$ cat src/core/ipse_pkg.sv
// package: constants and types for the interrupt page stack and enables block
// How it works
// RL1: on interrupt entry the current page becomes the source's flag page.
// RL2: three-entry page stack: current page, middle saved entry, bottom saved entry.
// RL3: entry pushes current into middle and middle into bottom before loading.
// RL4: return moves middle to current, bottom to middle; bottom then reads zero.
// RL5: software writes to middle and bottom are plain stores, never push or pop.
// RL6: stack moves only on interrupt entry and return events.
// RL7: vectoring selects page 0x00, except the CAN source which selects 0x0C.
// RL8: extended enable mask holds one enable bit per source, 1 enables.
// RL9: extended enable mask decodes at 0xE6 on every page.
// RL10: comparator request raised by its rising or falling flag when enabled.
// RL11: timer 3 request raised by low or high overflow flag when enabled.
// RL12: external input 1 polarity bit 7: 0 active low, 1 active high.
// RL13: external input 1 pin select bits 6:4 pick port 1 pin n.
// RL14: external input 0 polarity bit 3: 0 active low, 1 active high.
// RL15: external input 0 pin select bits 2:0 pick port 1 pin n.
// RL16: external inputs sample the selected pin without changing routing.
// RL17: a skipped pin is never given to a peripheral, even if selected.
// RL18: external interrupt configuration decodes at 0xE4 only on page 0x0F.
// RL19: three register pages exist: 0x00, 0x0C and 0x0F.
// RL20: each request is pending flag AND enable; enables clear at reset.
// RL21: external request is pin level XOR not polarity, active high.
package ipse_pkg;
   localparam logic [7:0] ADDR_PAGE_CUR = 8'hA7;
   localparam logic [7:0] ADDR_PAGE_MID = 8'h85;
   localparam logic [7:0] ADDR_PAGE_BOT = 8'h86;
   localparam logic [7:0] ADDR_EXT_CFG = 8'hE4;
   localparam logic [7:0] ADDR_IRQ_EN = 8'hE6;
   localparam logic [7:0] PAGE_BASE = 8'h00;
   localparam logic [7:0] PAGE_CAN = 8'h0C;
   localparam logic [7:0] PAGE_CFG = 8'h0F;
   localparam logic [7:0] RST_PAGE = 8'h00;
   localparam logic [7:0] RST_EXT_CFG = 8'h00;
   localparam logic [7:0] RST_IRQ_EN = 8'h00;
   localparam int EN_LIN = 7;
   localparam int EN_TMR3 = 6;
   localparam int EN_CMP1 = 5;
   localparam int EN_CMP0 = 4;
   localparam int EN_PCA = 3;
   localparam int EN_ADC_DONE = 2;
   localparam int EN_ADC_WIN = 1;
   localparam int EN_SMB = 0;
   localparam int EXT1_POL = 7;
   localparam int EXT1_SEL_LO = 4;
   localparam int EXT0_POL = 3;
   localparam int EXT0_SEL_LO = 0;
   localparam int SEL_W = 3;

   typedef struct packed {
      logic lin;
      logic tmr3_low;
      logic tmr3_high;
      logic cmp1_rise;
      logic cmp1_fall;
      logic cmp0_rise;
      logic cmp0_fall;
      logic pca;
      logic adc_done;
      logic adc_win;
      logic smb;
   } ipse_flags_t;

   typedef struct packed {
      logic wr;
      logic rd;
      logic [7:0] addr;
      logic [7:0] wdata;
   } ipse_sfr_req_t;
endpackage

$ cat src/core/ipse_top.sv
// interrupt page stack, extended enable mask and external input selection
`timescale 1ns/1ps
`default_nettype none
module ipse_top (
   input wire logic ref_clk,
   input wire logic nrst,
   input wire ipse_pkg::ipse_sfr_req_t sfr_req,
   output logic [7:0] sfr_rdata,
   output logic sfr_hit,
   input wire logic irq_entry,
   input wire logic irq_entry_can,
   input wire logic return_from_interrupt,
   input wire ipse_pkg::ipse_flags_t flags,
   input wire logic [7:0] port1_pins,
   input wire logic [7:0] port1_skip,
   input wire logic [7:0] port1_xbar_claim,
   output logic [7:0] port1_xbar_grant,
   output logic [7:0] page_select_current,
   output logic [7:0] page_stack_middle,
   output logic [7:0] page_stack_bottom,
   output logic [7:0] irq_req,
   output logic ext_irq_zero,
   output logic ext_irq_one
);
   import ipse_pkg::*;

   logic [7:0] cur_q;
   logic [7:0] mid_q;
   logic [7:0] bot_q;
   logic [7:0] en_q;
   logic [7:0] cfg_q;
   logic [7:0] rd_d;
   logic hit_d;
   logic cfg_sel;

   function automatic logic ext_level(input logic [7:0] pins, input logic [2:0] sel,
                                      input logic pol);
      ext_level = pins[sel] ^ ~pol; // [RL21]
   endfunction

   assign cfg_sel = (sfr_req.addr == ADDR_EXT_CFG) && (cur_q == PAGE_CFG); // [RL18] [RL19]

   // page stack; hardware events win over software stores in the same cycle
   always_ff @(posedge ref_clk or negedge nrst) begin
      if (!nrst) begin
         cur_q <= RST_PAGE;
         mid_q <= RST_PAGE;
         bot_q <= RST_PAGE;
      end else if (irq_entry) begin
         mid_q <= cur_q; // [RL2] [RL3]
         bot_q <= mid_q; // [RL3]
         cur_q <= irq_entry_can ? PAGE_CAN : PAGE_BASE; // [RL1] [RL7]
      end else if (return_from_interrupt) begin
         cur_q <= mid_q; // [RL4]
         mid_q <= bot_q; // [RL4]
         bot_q <= RST_PAGE; // [RL4]
      end else if (sfr_req.wr) begin
         // plain stores: no push or pop here
         if (sfr_req.addr == ADDR_PAGE_CUR) cur_q <= sfr_req.wdata; // [RL6]
         if (sfr_req.addr == ADDR_PAGE_MID) mid_q <= sfr_req.wdata; // [RL5]
         if (sfr_req.addr == ADDR_PAGE_BOT) bot_q <= sfr_req.wdata; // [RL5]
      end
   end

   always_ff @(posedge ref_clk or negedge nrst) begin
      if (!nrst) begin
         en_q <= RST_IRQ_EN; // [RL20]
      end else if (sfr_req.wr && sfr_req.addr == ADDR_IRQ_EN) begin
         en_q <= sfr_req.wdata; // [RL8] [RL9]
      end
   end

   always_ff @(posedge ref_clk or negedge nrst) begin
      if (!nrst) begin
         cfg_q <= RST_EXT_CFG;
      end else if (sfr_req.wr && cfg_sel) begin
         cfg_q <= sfr_req.wdata; // [RL18]
      end
   end

   always_comb begin
      rd_d = 8'h00;
      hit_d = 1'b1;
      if (sfr_req.addr == ADDR_IRQ_EN) rd_d = en_q; // [RL9]
      else if (cfg_sel) rd_d = cfg_q; // [RL18]
      else if (sfr_req.addr == ADDR_PAGE_CUR) rd_d = cur_q;
      else if (sfr_req.addr == ADDR_PAGE_MID) rd_d = mid_q;
      else if (sfr_req.addr == ADDR_PAGE_BOT) rd_d = bot_q;
      else hit_d = 1'b0;
   end

   // read data is registered, so it appears one cycle after the address
   always_ff @(posedge ref_clk or negedge nrst) begin
      if (!nrst) begin
         sfr_rdata <= 8'h00;
         sfr_hit <= 1'b0;
      end else begin
         sfr_rdata <= sfr_req.rd ? rd_d : 8'h00;
         sfr_hit <= sfr_req.rd & hit_d;
      end
   end

   always_ff @(posedge ref_clk or negedge nrst) begin
      if (!nrst) begin
         irq_req <= 8'h00;
      end else begin
         irq_req[EN_LIN] <= flags.lin & en_q[EN_LIN]; // [RL8] [RL20]
         irq_req[EN_TMR3] <= (flags.tmr3_low | flags.tmr3_high) & en_q[EN_TMR3]; // [RL11]
         irq_req[EN_CMP1] <= (flags.cmp1_rise | flags.cmp1_fall) & en_q[EN_CMP1]; // [RL10]
         irq_req[EN_CMP0] <= (flags.cmp0_rise | flags.cmp0_fall) & en_q[EN_CMP0]; // [RL10]
         irq_req[EN_PCA] <= flags.pca & en_q[EN_PCA]; // [RL20]
         irq_req[EN_ADC_DONE] <= flags.adc_done & en_q[EN_ADC_DONE]; // [RL20]
         irq_req[EN_ADC_WIN] <= flags.adc_win & en_q[EN_ADC_WIN]; // [RL20]
         irq_req[EN_SMB] <= flags.smb & en_q[EN_SMB]; // [RL20]
      end
   end

   // monitoring only: the selection never feeds the crossbar grant
   always_ff @(posedge ref_clk or negedge nrst) begin
      if (!nrst) begin
         ext_irq_zero <= 1'b0;
         ext_irq_one <= 1'b0;
      end else begin
         ext_irq_zero <= ext_level(port1_pins, cfg_q[EXT0_SEL_LO +: SEL_W],
                                   cfg_q[EXT0_POL]); // [RL14] [RL15] [RL16]
         ext_irq_one <= ext_level(port1_pins, cfg_q[EXT1_SEL_LO +: SEL_W],
                                  cfg_q[EXT1_POL]); // [RL12] [RL13] [RL16]
      end
   end

   always_ff @(posedge ref_clk or negedge nrst) begin
      if (!nrst) begin
         port1_xbar_grant <= 8'h00;
      end else begin
         port1_xbar_grant <= port1_xbar_claim & ~port1_skip; // [RL16] [RL17]
      end
   end

   assign page_select_current = cur_q;
   assign page_stack_middle = mid_q;
   assign page_stack_bottom = bot_q;
endmodule
`default_nettype wire

$ cat config.mk
export PLATFORM = sky130hd
export DESIGN_NAME = ipse_top
export DESIGN_NICKNAME = d
export VERILOG_FILES = /design/src/core/ipse_pkg.sv /design/src/core/ipse_top.sv
export SDC_FILE = /design/constraint.sdc
export NUM_CORES = 1
export LEC_CHECK = 0
export BUFFER_PORTS_ARGS = -buffer_cell sky130_fd_sc_hd__buf_4
export CAP_MARGIN = 10
export CORE_MARGIN = 1
export CORE_UTILIZATION = 35
export CTS_CLUSTER_SIZE = 40
export DETAILED_ROUTE_END_ITERATION = 8
export PLACE_DENSITY = 0.58
export SLEW_MARGIN = 20
export SYNTH_ARGS = -nofsm -noshare
export SYNTH_HDL_FRONTEND = slang
export SYNTH_SLANG_ARGS = --single-unit
export TNS_END_PERCENT = 1
$ cat constraint.sdc
create_clock -name ref_clk -period 2.07 [get_ports ref_clk]
set_input_delay 0.207 -clock ref_clk [delete_from_list [all_inputs] [get_ports ref_clk]]
set_output_delay 0.207 -clock ref_clk [all_outputs]
set_load 0.005 [all_outputs]
# Word-level counts from Yosys, hierarchy flattened
# Cells that the tools add are included.
# totals
elab_cells	75
output_inout_bits	51
reg_bits	67
input_bits	58
# classes
eq_ne	6
muxes	28
reduce_logical	10
magnitude_cmp	2
bitwise	18
# op_table
cell	count
$mux 8	18
$eq 8x8->1 const B	5
$reduce_bool 3->1	4
$and 1x1->1	9
$and 8x8->8	1
$eq 8x4->1 const B	1
$lt 3x4->1 const B	2
$not 8->8	1
$mux 1	7
$bmux 1 s3	2
$reduce_and 2->1	3
$mux 4	1
$logic_and 1x1->1	3
$or 1x1->1	3
$not 1->1	2
$xor 1x1->1	2

# Longest topological paths before layout
# depth
ltp_word	7
mapped_depth	6
mapped_depth_nobuf	4

# Worst setup path before layout
# No wires, ideal clock.
# synth_timing
kind	register to register
startpoint	register cur_q[6], in the netlist page_select_current[6]
endpoint	register cfg_q[0]
n_path_buf	1
setup_ns	0.125
arrival_time_ns	1.759
period_less_slack_ns	1.884
setup_slack_ns	0.186
t_required_ns	1.945
path_stages_with_launch	6
path_cell_list	dfrtp_1 -> or4b_4 -> nor4_4 -> and3_1 -> buf_6 -> mux2_4
# synth_between
elab_chain_len	3
# synth_lines
element	line_no	source
from (decl)	ipse_top.sv:27	logic [7:0] cur_q;
from (signal assigned)	ipse_top.sv:52	cur_q <= irq_entry_can ? PAGE_CAN : PAGE_BASE;
from (signal assigned)	ipse_top.sv:54	cur_q <= mid_q;
from (signal assigned)	ipse_top.sv:59	if (sfr_req.addr == ADDR_PAGE_CUR) cur_q <= sfr_req.wdata;
$eq 8x4->1	ipse_top.sv:41	assign cfg_sel = (sfr_req.addr == ADDR_EXT_CFG) && (cur_q == PAGE_CFG);
$logic_and 1x1->1	ipse_top.sv:41	
$logic_and 1x1->1	ipse_top.sv:76	end else if (sfr_req.wr && cfg_sel) begin
to (signal assigned)	ipse_top.sv:77	cfg_q <= sfr_req.wdata;
to (decl)	ipse_top.sv:31	logic [7:0] cfg_q;
# No other way between the ends.
# A chain may end at the register's enable or synchronous reset.

# Worst setup path after layout
# layout_timing
startpoint	register cur_q[6], in the netlist page_select_current[6]
endpoint	register cfg_q[1]
# Same word-level chain as after synthesis.

==> results.json <==
{
  "setup-tns-final_ps": 0,
  "grt_max_degree": 68,
  "peakVddDrop_mv": 0.319,
  "synth_warnings": 0,
  "crit_required_ps": 2290,
  "synth-edff-count": 0,
  "setup_viol": 0,
  "maxSlewViolCount": 0,
  "grt_pass1_vias": 2709,
  "die-area_sq_um": 9760,
  "htree_levels": 3,
  "p_per_area_nw_per_um2": 676,
  "finalHoldViolations": 55,
  "tritoncts": "built",
  "critical_path_class": "reg2reg",
  "ios": 109,
  "r2r-end": "cfg_q[1]$_DFFE_PN0P_",
  "min_period_ps": 1910,
  "num_vias": 2769,
  "ant_nets": 0,
  "critPathMaxStageDelay_ps": 570,
  "synth_async_sr_flop_share_pct": 100,
  "relSlewSlack_pct": 43.5,
  "overflow": 0,
  "ctsLongestPathBuffers": 2,
  "clkSlewWorstSetupHoldPaths_ps": 70,
  "failed_checks": "negative hold slack",
  "hpwl_mm": 6.58,
  "grt_usage_pct": 19.1,
  "coreArea_sq_um": 8890,
  "drt-pass1-iter-count": 4,
  "fin_crit_sh_pct": 92.4,
  "p_leak_nw": 2.19,
  "start_kind": "flip-flop",
  "reg2reg_slack_ps": 160,
  "ys_ff_latch": 67,
  "grt_setup_unrepaired": "false",
  "place_area_sq_um": 4260,
  "fmax_mhz": 523,
  "worst_r2r_path_depth": 5,
  "cp_max_fo": 8,
  "numPortBuffers": 108,
  "final_cell_area_sq_um": 4550,
  "worst_path_max_delay_cell": "or4b_4",
  "drc_errors": 0,
  "r2r_start": "page_select_current[6]$_DFFE_PN0P_",
  "vias_per_cell": 5.14,
  "area_delta_synth_final_pct": 38.8,
  "critPathCaptureType": "flip-flop",
  "clock-sinks": 67,
  "cts_made_buffers": 9,
  "die_height_um": 98.8,
  "cts_root_buf": "clkbuf_8",
  "gp_congestion": 0.866,
  "postCtsHoldBufs": 8,
  "syn_avg_cell_area_sq_um": 10.9,
  "syn_area_sq_um": 3280,
  "cts_resized": 0,
  "initial_core_util_pct": 36.9,
  "cp.arrival_ps": 2140,
  "ys_seq_area_share_pct": 51.1,
  "synthesis.instances": 301,
  "synth_ff_type": "dfrtp_1",
  "drtIter0Drc": 107,
  "clk_latency_ps": 340,
  "drive_gt1_share_pct": 39.4,
  "avgRoutedWirePerCell_um": 16.7,
  "worst_pin_slew_ps": 848,
  "finalClockSkew_ps": 3.59,
  "timing.hold.ws_ps": -29.5,
  "rows": 34,
  "crit_path_cell_trace": "or4b_4 -> nor4_4 -> and3_1 -> buf_12 -> mux2_4",
  "post_cts_buffers": 0,
  "antenna_found_initial": 0,
  "maxCapViolations": 0,
  "grt_pass1_wl_mm": 14.2,
  "synth_cell_type_count": 42,
  "synth.net_count": 359,
  "hold_class": "in2async",
  "totalWireLength_mm": 9.00,
  "outcome": "complete, but fails checks",
  "die-width_um": 98.8,
  "nNetsFinal": 484,
  "antenna_cells": 0
}
-- synthesized netlist by cell type (2+ instances only) --
cell type	n	area share, %
a21oi_1	26	4.0
a31oi_1	2	0.38
mux2i_1	2	0.61
and2_1	6	1.1
nor2b_1	11	2.1
buf_1	2	0.23
nor4_4	2	1.3
mux4_2	4	2.7
o21ai_0	29	4.4
a22o_2	2	0.61
mux2_4	8	3.7
xor2_1	2	0.53
buf_2	2	0.31
dfrtp_1	67	51
o21a_1	5	1.1
a31oi_2	2	0.76
mux2_1	3	1.0
mux2_2	13	4.5
nor2_1	4	0.46
a221oi_1	7	1.9
nand2b_1	10	1.9
a22o_1	11	2.9
and3_1	3	0.57
clkbuf_1	8	0.92
nand2_1	52	6.0
nand3b_1	2	0.46
-- report_power, final --
part	switching [mW]	internal (mW)	total, mW
clock	0.492	0.675	1.17
combinational	0.212	0.252	0.463
sequential	0.0717	1.38	1.45
-- metal layers --
layer | vias to the layer above | GRT usage, % | share of wire, %
li1 | 1339 | - | -
met1 | 1339 | 26.1 | 46
met2 | 84 | 29.5 | 47
met3 | 7 | 5.39 | 5.8
met4 | 0 | 5.86 | 0.98
met5 | - | 0 | 0
-- cell type report --
type | count | area, sq um
clock buffers | 11 | 131
clock inverters | 5 | 77.6
fillers | 829 | 4340
multi-input cells | 220 | 1540
flip-flops and latches | 67 | 1680
well taps | 108 | 135
repair buffers | 128 | 993
-- stage by stage --
| stage | instances | hold slack (ps) | setup slack [ps] | utilization [%] | total power, mW |
|---|---|---|---|---|---|
| 5_1_grt | 539 | 38.1 | 127 | 51.2 | 3.23 |
| 4_1_cts | 539 | 7.71 | 155 | 51.2 | 3.12 |
| 3_3_place_gp | 515 | 356 | 192 | 48.0 | 1.92 |
| 2_1_floorplan | 301 | -88.6 | 186 | - | 1.63 |
| 3_5_place_dp | 515 | 359 | 162 | 48.0 | 1.93 |
| 6_report | 539 | -29.5 | 157 | 51.2 | 3.08 |
-- critical path: cells and delay by family (launching register included) --
family	cells	cell delay (ps)
DFF	1	380
muxes	1	290
and+or+nand+nor	3	970
buffers and inverters	1	150
-- cells in the final DEF (no fill, tap or decap), types with 5 or more instances in the layout --
cell	count
o21a_1	5
o21ai_0	29
dfrtp_1	67
a221oi_1	7
nand2_1	52
dlygate4sd3_1	8
and2_1	6
nand2b_1	10
mux2_4	8
a21oi_1	26
nor2b_1	11
buf_4	119
a22o_1	11
mux2_2	13
clkbuf_8	9
-- worst max-delay path by stage --
stage / start / to / depth (start not counted)
after floorplan: page_select_current[6]$_DFFE_PN0P_ / cfg_q[0]$_DFFE_PN0P_ / 5
after global placement: page_select_current[6]$_DFFE_PN0P_ / cfg_q[3]$_DFFE_PN0P_ / 5
after detailed placement: page_select_current[6]$_DFFE_PN0P_ / cfg_q[1]$_DFFE_PN0P_ / 5
after CTS: page_select_current[6]$_DFFE_PN0P_ / cfg_q[1]$_DFFE_PN0P_ / 5
after global routing: page_select_current[6]$_DFFE_PN0P_ / cfg_q[3]$_DFFE_PN0P_ / 5
final: page_select_current[6]$_DFFE_PN0P_ / cfg_q[1]$_DFFE_PN0P_ / 5
-- registers in the layout, indices dropped and copies added (netlist names) --
| signal | cells |
|---|---|
| cfg_q | 8 |
| en_q | 8 |
| ext_irq_one | 1 |
| ext_irq_zero | 1 |
| irq_req | 8 |
| page_select_current | 8 |
| page_stack_bottom | 8 |
| page_stack_middle | 8 |
| port1_xbar_grant | 8 |
| sfr_hit | 1 |
| sfr_rdata | 8 |
-- logic make-up after synthesis --
family                 Yosys count  share of synthesized area (%)
multiplexers                    30                           12.5
flip-flops                      67                           51.1
XOR/XNOR                         2                          0.534
AND/OR/NAND/NOR                103                           17.5
AO/OA/AOI/OAI                   85                           16.4
buffers and inverters           14                           1.95
No activity file was read; power rests on OpenSTA's default activity.
